File: src/core/stxcs_pkg.sv
// Purpose: constants for the transmit channel status register bank
// Assumes: 8-bit register port with register index addressing
// Notes:   reset values are those of the programmed channel status fields
package stxcs_pkg;
  localparam logic [7:0] STXCS_ADDR_CATEGORY  = 8'h20;
  localparam logic [7:0] STXCS_ADDR_SRC_CHAN  = 8'h21;
  localparam logic [7:0] STXCS_ADDR_SAMPLE_RATE_FIELD_ACC  = 8'h22;
  localparam logic [7:0] STXCS_ADDR_WL_ORIG   = 8'h23;
  localparam logic [7:0] STXCS_RST_CATEGORY   = 8'h00;
  localparam logic [7:0] STXCS_RST_SRC_CHAN   = 8'h00;
  localparam logic [7:0] STXCS_RST_SAMPLE_RATE_FIELD_ACC   = 8'h31;
  localparam logic [7:0] STXCS_RST_WL_ORIG    = 8'h0B;
  localparam logic [1:0] STXCS_SRC_RECEIVER   = 2'h0;
  localparam logic [7:0] STXCS_FRAMES_PER_BLK = 8'hC0;
  localparam logic [7:0] STXCS_PROG_BITS      = 8'h28;
  localparam logic [7:0] STXCS_CS_LO          = 8'h08;
  // field positions inside the register bytes
  localparam int         STXCS_FLD_SOURCE_NUMBER_FIELD     = 0;
  localparam int         STXCS_FLD_CHAN1      = 4;
  localparam int         STXCS_FLD_CHAN2      = 6;
  localparam int         STXCS_FLD_RATE       = 0;
  localparam int         STXCS_FLD_ACCURACY   = 4;
  localparam int         STXCS_FLD_MAXLEN     = 0;
  localparam int         STXCS_FLD_WORDLEN    = 1;
  localparam int         STXCS_FLD_ORIGRATE   = 4;
  // field positions inside the channel status block
  localparam int         STXCS_CSB_CATEGORY   = 8;
  localparam int         STXCS_CSB_SOURCE_NUMBER_FIELD     = 16;
  localparam int         STXCS_CSB_CHAN1      = 20;
  localparam int         STXCS_CSB_CHAN2      = 22;
  localparam int         STXCS_CSB_RATE       = 24;
  localparam int         STXCS_CSB_ACCURACY   = 28;
  localparam int         STXCS_CSB_MAXLEN     = 32;
  localparam int         STXCS_CSB_WORDLEN    = 33;
  localparam int         STXCS_CSB_ORIGRATE   = 36;
endpackage

File: src/core/stxcs_bank.sv
// Purpose: transmit channel status register bank and bit server
// Assumes: frame builder asks for a bit index and sub-frame each sub-frame
// Notes:   bits 0..7 come from elsewhere in via cs_low_bits
//
// Operation
// - category byte on status bits 15:8
// - subframe one channel number on 21:20
// - subframe two channel number on 23:22
// - sample rate on 27:24, reset 0001
// - clock accuracy on 29:28, reset 11
// - one bit per sub-frame, 192-frame blocks
// - both sub-frames same except channel number
// - receiver source retransmits unless overwrite set
`timescale 1ns/10ps
module stxcs_bank
  import stxcs_pkg::*;
(
  input  wire logic       clk_sys,
  input  wire logic       reset,
  input  wire logic       reg_wr,
  input  wire logic [7:0] reg_addr,
  input  wire logic [7:0] reg_wdata,
  output logic      [7:0] reg_rdata,
  input  wire logic [1:0] transmit_source_select,
  input  wire logic       status_overwrite_bit,
  input  wire logic [7:0] cs_low_bits,
  input  wire logic       cs_req,
  input  wire logic [7:0] cs_index,
  input  wire logic       cs_subframe,
  input  wire logic       rx_cs_bit,
  output logic            cs_bit_q,
  output logic            cs_valid_q
);

  // one-hot register select: bit 0 is 0x20 up to bit 3 for 0x23
  typedef logic [3:0] stxcs_sel_t;

  // programmed fields, one flop group per field
  logic [7:0]  category_field_q;
  logic [7:0]  category_field_d;
  logic [3:0]  source_number_field_q;
  logic [3:0]  source_number_field_d;
  logic [1:0]  subframe1_channel_field_q;
  logic [1:0]  subframe1_channel_field_d;
  logic [1:0]  subframe2_channel_field_q;
  logic [1:0]  subframe2_channel_field_d;
  logic [3:0]  sample_rate_field_q;
  logic [3:0]  sample_rate_field_d;
  logic [1:0]  clock_accuracy_field_q;
  logic [1:0]  clock_accuracy_field_d;
  logic        max_length_flag_q;
  logic        max_length_flag_d;
  logic [2:0]  word_length_code_q;
  logic [2:0]  word_length_code_d;
  logic [3:0]  original_rate_field_q;
  logic [3:0]  original_rate_field_d;

  // bit server state
  logic        cs_bit_d;
  logic        cs_valid_d;

  // decode and status image helpers
  stxcs_sel_t  wr_sel;
  stxcs_sel_t  rd_sel;
  logic [39:0] status_image;
  logic        use_receiver;

  // address decode shared by the write and read paths
  function automatic stxcs_sel_t decode_addr(input logic [7:0] addr);
    stxcs_sel_t sel;
    sel = 4'h0;
    if (addr == STXCS_ADDR_CATEGORY) begin
      sel = 4'h1;
    end else if (addr == STXCS_ADDR_SRC_CHAN) begin
      sel = 4'h2;
    end else if (addr == STXCS_ADDR_SAMPLE_RATE_FIELD_ACC) begin
      sel = 4'h4;
    end else if (addr == STXCS_ADDR_WL_ORIG) begin
      sel = 4'h8;
    end
    return sel;
  endfunction

  // a sub-frame shows only its own channel number; the other slot says not used
  function automatic logic [1:0] chan_slot(input logic [1:0] code,
                                           input logic       own);
    logic [1:0] slot;
    slot = 2'h0;
    if (own) begin
      slot = code;
    end
    return slot;
  endfunction

  // 40-bit status image for one sub-frame; bits 31:30 stay zero
  function automatic logic [39:0] build_word(input logic sub);
    logic [39:0] w;
    w                          = 40'h00_0000_0000;
    w[7:0]                     = cs_low_bits;
    w[STXCS_CSB_CATEGORY +: 8] = category_field_q;
    w[STXCS_CSB_SOURCE_NUMBER_FIELD +: 4]   = source_number_field_q;
    w[STXCS_CSB_CHAN1 +: 2]    = chan_slot(subframe1_channel_field_q, !sub);
    w[STXCS_CSB_CHAN2 +: 2]    = chan_slot(subframe2_channel_field_q, sub);
    w[STXCS_CSB_RATE +: 4]     = sample_rate_field_q;
    w[STXCS_CSB_ACCURACY +: 2] = clock_accuracy_field_q;
    w[STXCS_CSB_MAXLEN]        = max_length_flag_q;
    w[STXCS_CSB_WORDLEN +: 3]  = word_length_code_q;
    w[STXCS_CSB_ORIGRATE +: 4] = original_rate_field_q;
    return w;
  endfunction

  // only the first 40 bits carry content; later bits of the block send zero
  function automatic logic programmed_bit(input logic [39:0] image,
                                          input logic [7:0]  index);
    logic bit_val;
    bit_val = 1'b0;
    if (index < STXCS_PROG_BITS) begin
      bit_val = image[index[5:0]];
    end
    return bit_val;
  endfunction

  // write side: a strobe to an unmapped index changes nothing
  always_comb begin
    wr_sel                    = 4'h0;
    category_field_d          = category_field_q;
    source_number_field_d     = source_number_field_q;
    subframe1_channel_field_d = subframe1_channel_field_q;
    subframe2_channel_field_d = subframe2_channel_field_q;
    sample_rate_field_d       = sample_rate_field_q;
    clock_accuracy_field_d    = clock_accuracy_field_q;
    max_length_flag_d         = max_length_flag_q;
    word_length_code_d        = word_length_code_q;
    original_rate_field_d     = original_rate_field_q;
    if (reg_wr) begin
      wr_sel = decode_addr(reg_addr);
    end
    if (wr_sel[0]) begin
      category_field_d = reg_wdata;
    end
    if (wr_sel[1]) begin
      source_number_field_d     = reg_wdata[STXCS_FLD_SOURCE_NUMBER_FIELD +: 4];
      subframe1_channel_field_d = reg_wdata[STXCS_FLD_CHAN1 +: 2];
      subframe2_channel_field_d = reg_wdata[STXCS_FLD_CHAN2 +: 2];
    end
    if (wr_sel[2]) begin
      sample_rate_field_d    = reg_wdata[STXCS_FLD_RATE +: 4];
      clock_accuracy_field_d = reg_wdata[STXCS_FLD_ACCURACY +: 2];
    end
    if (wr_sel[3]) begin
      max_length_flag_d     = reg_wdata[STXCS_FLD_MAXLEN];
      word_length_code_d    = reg_wdata[STXCS_FLD_WORDLEN +: 3];
      original_rate_field_d = reg_wdata[STXCS_FLD_ORIGRATE +: 4];
    end
  end

  always_ff @(posedge clk_sys) begin
    if (reset) begin
      category_field_q          <= STXCS_RST_CATEGORY;
      source_number_field_q     <= STXCS_RST_SRC_CHAN[STXCS_FLD_SOURCE_NUMBER_FIELD +: 4];
      subframe1_channel_field_q <= STXCS_RST_SRC_CHAN[STXCS_FLD_CHAN1 +: 2];
      subframe2_channel_field_q <= STXCS_RST_SRC_CHAN[STXCS_FLD_CHAN2 +: 2];
      sample_rate_field_q       <= STXCS_RST_SAMPLE_RATE_FIELD_ACC[STXCS_FLD_RATE +: 4];
      clock_accuracy_field_q    <= STXCS_RST_SAMPLE_RATE_FIELD_ACC[STXCS_FLD_ACCURACY +: 2];
      max_length_flag_q         <= STXCS_RST_WL_ORIG[STXCS_FLD_MAXLEN];
      word_length_code_q        <= STXCS_RST_WL_ORIG[STXCS_FLD_WORDLEN +: 3];
      original_rate_field_q     <= STXCS_RST_WL_ORIG[STXCS_FLD_ORIGRATE +: 4];
    end else begin
      category_field_q          <= category_field_d;
      source_number_field_q     <= source_number_field_d;
      subframe1_channel_field_q <= subframe1_channel_field_d;
      subframe2_channel_field_q <= subframe2_channel_field_d;
      sample_rate_field_q       <= sample_rate_field_d;
      clock_accuracy_field_q    <= clock_accuracy_field_d;
      max_length_flag_q         <= max_length_flag_d;
      word_length_code_q        <= word_length_code_d;
      original_rate_field_q     <= original_rate_field_d;
    end
  end

  // read side: combinational, unmapped indexes and spare bits read zero
  always_comb begin
    rd_sel    = decode_addr(reg_addr);
    reg_rdata = 8'h00;
    if (rd_sel[0]) begin
      reg_rdata = category_field_q;
    end
    if (rd_sel[1]) begin
      reg_rdata[STXCS_FLD_SOURCE_NUMBER_FIELD +: 4] = source_number_field_q;
      reg_rdata[STXCS_FLD_CHAN1 +: 2]  = subframe1_channel_field_q;
      reg_rdata[STXCS_FLD_CHAN2 +: 2]  = subframe2_channel_field_q;
    end
    if (rd_sel[2]) begin
      reg_rdata[STXCS_FLD_RATE +: 4]     = sample_rate_field_q;
      reg_rdata[STXCS_FLD_ACCURACY +: 2] = clock_accuracy_field_q;
    end
    if (rd_sel[3]) begin
      reg_rdata[STXCS_FLD_MAXLEN]        = max_length_flag_q;
      reg_rdata[STXCS_FLD_WORDLEN +: 3]  = word_length_code_q;
      reg_rdata[STXCS_FLD_ORIGRATE +: 4] = original_rate_field_q;
    end
  end

  // bit server: the answer holds between requests so a slow reader still sees it
  always_comb begin
    status_image = build_word(cs_subframe);
    use_receiver = (transmit_source_select == STXCS_SRC_RECEIVER) && !status_overwrite_bit;
    cs_valid_d   = cs_req;
    cs_bit_d     = cs_bit_q;
    if (cs_req) begin
      if (use_receiver) begin
        cs_bit_d = rx_cs_bit;
      end else begin
        cs_bit_d = programmed_bit(status_image, cs_index);
      end
    end
  end

  always_ff @(posedge clk_sys) begin
    if (reset) begin
      cs_bit_q   <= 1'b0;
      cs_valid_q <= 1'b0;
    end else begin
      cs_bit_q   <= cs_bit_d;
      cs_valid_q <= cs_valid_d;
    end
  end
endmodule // stxcs_bank

File: config.mk
export PLATFORM = sky130hd
export DESIGN_NAME = stxcs_bank
export DESIGN_NICKNAME = d
export VERILOG_FILES = /design/src/core/stxcs_pkg.sv /design/src/core/stxcs_bank.sv
export SDC_FILE = /design/constraint.sdc
export NUM_CORES = 1
export LEC_CHECK = 0
export ABC_CLOCK_PERIOD_IN_PS = 3600
export BUFFER_PORTS_ARGS = -buffer_cell sky130_fd_sc_hd__clkbuf_2
export CAP_MARGIN = 30
export CORE_ASPECT_RATIO = 0.7
export CORE_UTILIZATION = 56
export DETAILED_ROUTE_END_ITERATION = 6
export PLACE_DENSITY = 0.84
export RECOVER_POWER = 100
export SLEW_MARGIN = 20
export SYNTH_ARGS = -nofsm -noshare
export SYNTH_HDL_FRONTEND = slang
export SYNTH_SLANG_ARGS = --single-unit
File: constraint.sdc
create_clock -name clk_sys -period 3.6 [get_ports clk_sys]
set_input_delay 0.36 -clock clk_sys [delete_from_list [all_inputs] [get_ports clk_sys]]
set_output_delay 0.36 -clock clk_sys [all_outputs]
set_load 0.02 [all_outputs]
==> flow_summary.toml, run 1 <==
[flow_run]
max-cap-violations = 0

[clocking]
ctsLongestPathBuffers = 2
numCtsBuffers = 5
clk_latency_ns = 0.29
h-tree-depth = 2
postCtsSetupBuffers = 0
path_clk_slew_ns = 0.06
cts_tree = "yes"
cts_root_buffer = "clkbuf_8"
cts_sinks = 32
ctsHoldBuffers = 0
cts_resized = 0

[setup_path]
path_delay_family = "buffers and inverters"
r2r-start = "sample_rate_field_q[1]$_SDFFE_PP0P_"
cp.arrival_ns = 2.24
critPathMaxFanout = 27
worstSetupEndpointType = "primary output"
critPathRequiredTime_ns = 3.24
crit_type = "in2out"
cp_slowest_cell = "clkbuf_1"
slowest_delay_ns = 0.90
startpoint_type = "primary input"
crit_buf_inv = 2
crit_chain = "clkbuf_1 -> mux4_2 -> and3_1 -> clkbuf_1"
worstSetupStartpoint = "reg_addr[0]"
crit_path_frequent_cell = "clkbuf_1"

[synthesis]
netlist_area_mm2 = 0.00190
syn_avg_cell_area_um2 = 9.32
ys_seq_elements = 32
synth_edf_count = 0
synth_warnings = 0
ys_top_cells_by_count = "32 x dfxtp_1, 23 x nor2_1, 18 x a21oi_1"
ys.flop_type = "dfxtp_1"
yosysMostFrequentCell = "dfxtp_1"
synth_cell_types = 41
yosys-top-cells-area = "dfxtp_1 34%, mux4_2 8.3%, mux2i_1 7.9%, mux4_1 6.9%, a21oi_1 4.7%"
syn_nets = 245
ys_seq_area_frac = 0.337
synthCells = 204
synth_top_area_share = 0.337
synthArstFlopShare = 0
post-synth-top-area-cell = "dfxtp_1"

[timing]
fin_ws_ns = 0.996
clock.fmax_ghz = 0.384
whs_ns = 0.342
hold_viol_final = 0
drv_slew = 0
rsz0062_at_grt = "false"
tightest_slew_ns = 1.40
slew_headroom = 0.0636
skew_ns = 0.00570
setup_violations = 0
finalCriticalPeriod_ns = 2.60
period_share = 0.723
setup_tns_ns = 0

[power_and_ir_drop]
leakage_nw = 0.953
vdd_drop_max_mv = 0.291
power.share.sequential = 0.454
p_per_area_mw_per_mm2 = 356
switchingPower_mw = 0.186
cellInternalPower_mw = 0.600
totalPowerFinal_mw = 0.785
swShare = 0.236
p_comb_frac = 0.113
p_clk_frac = 0.433

[die]
dieArea_mm2 = 0.00364
dieWidth_um = 71.7
core_mm2 = 0.00319
die_h_um = 50.8
initial_utilization = 0.596
rows = 17
pin_count = 51

[global_routing]
track_usage = 0.293
overflow = 0
antenna_found_initial = 0
grt_pass1_vias = 1623
grt_pass1_wl_um = 7820
grt_max_degree = 33

[detailed_routing]
vias = 1801
drt_iter0_drc = 119
dr.pass1.iters = 5
wire_per_inst_um = 17.5
drc = 0
viasPerCell = 6.36
ant_nets = 0
drt_wl_total_um = 4950

[placed_design]
gp_congestion = 0.855
port-buffer-count = 50
dp_hpwl_um = 3390
dp_slack_ns = 1.44
placed_cells = 275
placed_area_mm2 = 0.00212

[cells_and_area]
diodes = 0
finalNonFillerCells = 283
areaGrowthSynthToFinish_pct = 16.0
fin_util = 0.691
design_area_mm2 = 0.00221
nNetsFinal = 285
num-fill-cells = 268
drive_above_1_share = 0.245

[status]
outcome = "complete, no violations"

[hold_path]
hold_start = "cs_req"
hp-class = "in2reg"
worst reg2reg max path, cell delays in order (launching register included):
cell	delay (ns)
dfxtp_1	0.34
mux2_4	0.27
mux4_2	0.49
o221ai_2	0.17
a41oi_1	0.12
cell usage in the layout (no fill, tap or decap), types with 5 or more instances in the layout:
cell type / n
nand3_1: 17
mux4_2: 7
a21oi_1: 18
clkbuf_8: 5
clkbuf_1: 13
o21ai_0: 16
nor2_1: 23
dfxtp_1: 32
mux4_1: 5
a211o_1: 6
inv_1: 7
and3_1: 6
clkbuf_2: 38
mux2i_1: 15
flip-flops by register name, summed over array words and instances, names as in the netlist:
| register | flops |
|---|---|
| category_field_q | 8 |
| original_rate_field_q | 4 |
| sample_rate_field_q | 4 |
| source_number_field_q | 4 |
| word_length_code_q | 3 |
| clock_accuracy_field_q | 2 |
| subframe1_channel_field_q | 2 |
| subframe2_channel_field_q | 2 |
| cs_bit_q | 1 |
| cs_valid_q | 1 |
| max_length_flag_q | 1 |
logic make-up after synthesis:
family	share of synthesized area
AO/OA/AOI/OAI	0.159
buffers and inverters	0.0599
AND/OR/NAND/NOR	0.188
flip-flops	0.337
multiplexers	0.257
metal layers:
layer / global-route usage / up-vias / wire [um]
li1: - / 842 / -
met1: 0.406 / 862 / 2270
met2: 0.443 / 89 / 2190
met3: 0.0683 / 8 / 439
met4: 0.118 / 0 / 61
met5: 0 / - / 0
path summary, 6_finish.rpt:
check             cells after the start  slack, ns                        endpoint
hold / removal                        2       0.34           cs_valid_q$_SDFF_PP0_
setup reg to reg                      4       2.08           cs_bit_q$_SDFFE_PP0P_
setup / recovery                      4        1.0                    reg_rdata[0]
hold reg to reg                       1       0.49  max_length_flag_q$_SDFFE_PP1P_
cell type report:
cell class | instances | area, um2 | area share
Sequential cell | 32 | 641 | 0.290
Clock buffer | 6 | 72.6 | 0.0329
Clock inverter | 2 | 35.0 | 0.0159
Inverter | 7 | 26.3 | 0.0119
Timing Repair Buffer | 51 | 243 | 0.110
Tap cell | 38 | 47.5 | 0.0216
Multi-Input combinational cell | 147 | 1140 | 0.517
power groups by stage:
stage	Combinational [mW]	Clock [mW]	Sequential, mW
final	0.0887	0.340	0.356
after global routing	0.0959	0.357	0.356
after CTS	0.0891	0.342	0.356
after detailed placement	0.0880	0	0.364
after global placement	0.0870	0	0.364
after floorplan	0.0521	0	0.366
Power figures use the tool's default switching activity.
==> run 2: changes to the inputs <==
--- a/config.mk
+++ b/config.mk
@@ -5,13 +5,14 @@
 export SDC_FILE = /design/constraint.sdc
 export NUM_CORES = 1
 export LEC_CHECK = 0
-export ABC_CLOCK_PERIOD_IN_PS = 3600
+export ABC_AREA = 1
+export ABC_CLOCK_PERIOD_IN_PS = 2300
 export BUFFER_PORTS_ARGS = -buffer_cell sky130_fd_sc_hd__clkbuf_2
 export CAP_MARGIN = 30
 export CORE_ASPECT_RATIO = 0.7
-export CORE_UTILIZATION = 56
+export CORE_UTILIZATION = 47
 export DETAILED_ROUTE_END_ITERATION = 6
-export PLACE_DENSITY = 0.84
+export PLACE_DENSITY = 0.76
 export RECOVER_POWER = 100
 export SLEW_MARGIN = 20
 export SYNTH_ARGS = -nofsm -noshare
==> constraint.sdc (replaced) <==
create_clock -name clk_sys -period 2.3 [get_ports clk_sys]
set_input_delay 0.23 -clock clk_sys [delete_from_list [all_inputs] [get_ports clk_sys]]
set_output_delay 0.23 -clock clk_sys [all_outputs]
set_load 0.02 [all_outputs]
==> run 2 against run 1 <==
Compared with the run above: first-iteration DRC count rose by 86%; synthesized cell count grew 39%; via count increased by 12%; clock skew decreased by 0.0011 ns; register-to-register slack got worse by 0.99 ns; critical path type unchanged.
==> flow_summary.toml, run 2 <==
[clocking]
numCtsBuffers = 5
ctsLongestPathBuffers = 2
postCtsSetupBuffers = 0
cts_sinks = 32
h-tree-depth = 2
cts_resized = 0
cts_root_buffer = "clkbuf_8"
path_clk_slew_ns = 0.07
ctsHoldBuffers = 0
cts_tree = "yes"
clk_latency_ns = 0.29

[detailed_routing]
dr.pass1.iters = 5
drt-met1-wl_um = 2540
viasPerCell = 5.27
vias = 2014
drt_iter0_drc = 221
wire_per_inst_um = 13.7
drc = 0
ant_nets = 0
routed.top_layer = "met4"
wl_met3_um = 422
met2_length_um = 2210
drt_wl_total_um = 5220

[power_and_ir_drop]
p_clk_frac = 0.395
power.share.sequential = 0.480
swShare = 0.269
p_comb_frac = 0.125
p_per_area_mw_per_mm2 = 539
switchingPower_mw = 0.313
totalPowerFinal_mw = 1.16
cellInternalPower_mw = 0.851
leakage_nw = 1.04
vdd_drop_max_mv = 0.334

[hold_path]
hold_path_depth = 3
holdPathEnd = "cs_valid_q$_SDFF_PP0_"
hold_start = "cs_req"
hp-class = "in2reg"

[status]
outcome = "complete, no violations"

[timing]
rsz0062_at_grt = "false"
slew_headroom = 0.499
hold_viol_final = 0
whs_ns = 0.157
finalCriticalPeriod_ns = 1.93
tightest_slew_ns = 0.752
clock.fmax_ghz = 0.517
drv_slew = 0
setup_violations = 0
period_share = 0.841
skew_ns = 0.00457
setup_tns_ns = 0

[die]
initial_utilization = 0.506
core_mm2 = 0.00365
dieArea_mm2 = 0.00419
dieWidth_um = 76.9
pin_count = 51
die_h_um = 54.4
rows = 18

[cells_and_area]
largest-register = "category_field_q"
mostFrequentLayoutCells = "54 x inv_1, 51 x nand2_1, 40 x clkbuf_2"
drive_above_1_share = 0.157
diodes = 0
areaGrowthSynthToFinish_pct = 16.9
largest_reg_flops = 8
finalNonFillerCells = 382
mostFrequentLayoutCell = "inv_1"
nNetsFinal = 372

[synthesis]
synth_edf_count = 0
synth_warnings = 0
ys_seq_area_frac = 0.347
post-synth-top-area-cell = "dfxtp_1"
yosys-top-cells-area = "dfxtp_1 35%, inv_1 10%, nand2_1 10%, a21oi_1 9.8%, o21ai_0 9.8%"
synth_cell_types = 26
synthArstFlopShare = 0
ys.flop_type = "dfxtp_1"
synth_top_area_share = 0.347
syn_avg_cell_area_um2 = 6.53
netlist_area_mm2 = 0.00185
syn_nets = 324
ys_seq_elements = 32
ys_top_cells_by_count = "51 x inv_1, 51 x nand2_1, 36 x a21oi_1, 36 x o21ai_0, 32 x dfxtp_1"
synthCells = 283

[setup_path]
worstSetupEndpointType = "primary output"
startpoint_type = "primary input"
r2r-start = "sample_rate_field_q[3]$_SDFFE_PP0P_"
rrSetupSlack_ns = 1.09
critPathRequiredTime_ns = 2.07
r2r-end = "cs_bit_q$_SDFFE_PP0P_"
critPathMaxFanout = 9
ff2ff_path_depth = 10
cp.arrival_ns = 1.70
crit_type = "in2out"

[global_routing]
overflow = 0
grt_pass1_vias = 1667
track_usage = 0.260
grt_pass1_wl_um = 8090
grt_max_degree = 28
antenna_found_initial = 0

[placed_design]
placed_cells = 374
port-buffer-count = 50
dp_hpwl_um = 3990
gp_congestion = 0.891

[flow_run]
max-cap-violations = 0
run 2: changes by cell type after synthesis, moves of 5 or more:
| cell | before | now |
|---|---|---|
| nand3_1 | 17 | 26 |
| a21oi_1 | 18 | 36 |
| clkbuf_1 | 8 | 3 |
| inv_1 | 7 | 51 |
| nor2_1 | 23 | 12 |
| o22ai_1 | 0 | 5 |
| mux2i_1 | 15 | 0 |
| o21ai_0 | 16 | 36 |
| nand2_1 | 3 | 51 |
| a211o_1 | 6 | 0 |
| mux4_1 | 5 | 0 |
| mux4_2 | 7 | 0 |
| and3_1 | 6 | 0 |
run 2: cell type report:
| class | count | area (um2) |
|---|---|---|
| clock buffers | 6 | 82.6 |
| clock inverters | 2 | 10.0 |
| fillers | 396 | 1490 |
| inverters | 55 | 211 |
| multi-input cells | 187 | 913 |
| flip-flops and latches | 32 | 641 |
| well taps | 50 | 62.6 |
| repair buffers | 50 | 238 |
run 2: critical path, stage by stage:
cell	delay, ns
clkbuf_2	0.08
inv_1	0.03
nor2_1	0.09
nand2_1	0.09
inv_1	0.15
nand4_1	0.31
o22ai_1	0.35
a21oi_1	0.07
nand2_1	0.08
clkbuf_1	0.23
run 2: kinds of logic after synthesis:
logic type,after synthesis,share of synthesized area
flops,32,0.347
simple gates,102,0.259
compound gates,85,0.248
buf+inv,64,0.146
run 2: worst max path at each step:
stage | startpoint | to | slack, ns | cells after the start
floorplan | reg_addr[3] | reg_rdata[2] | 0.80 | 4
global placement | reg_addr[3] | original_rate_field_q[0]$_SDFFE_PP0P_ | 0.66 | 8
detailed placement | reg_addr[5] | original_rate_field_q[2]$_SDFFE_PP0P_ | 0.62 | 10
CTS | reg_addr[5] | reg_rdata[6] | 0.65 | 10
global route | reg_addr[5] | reg_rdata[1] | 0.29 | 10
finish | reg_addr[5] | reg_rdata[0] | 0.37 | 10
run 2: through the flow:
stage	setup slack, ns	utilization	instance area [um2]
after floorplan	0.796	-	1850
after global placement	0.664	0.576	2100
after detailed placement	0.620	0.576	2100
after CTS	0.654	0.602	2190
after global routing	0.288	0.592	2160
final	0.365	0.592	2160
run 2: power by group through the flow:
stage | sequential [mW] | combinational (mW) | clock (mW)
floorplan | 0.573 | 0.0811 | 0
global placement | 0.571 | 0.145 | 0
detailed placement | 0.571 | 0.148 | 0
CTS | 0.558 | 0.148 | 0.461
global route | 0.558 | 0.164 | 0.482
finish | 0.558 | 0.146 | 0.460
run 2: metal layers:
layer  up-vias  global-route usage
met5         -                   0
met4         0              0.0673
met3         7              0.0583
met2        77               0.393
met1       905               0.372
li1       1025                   -
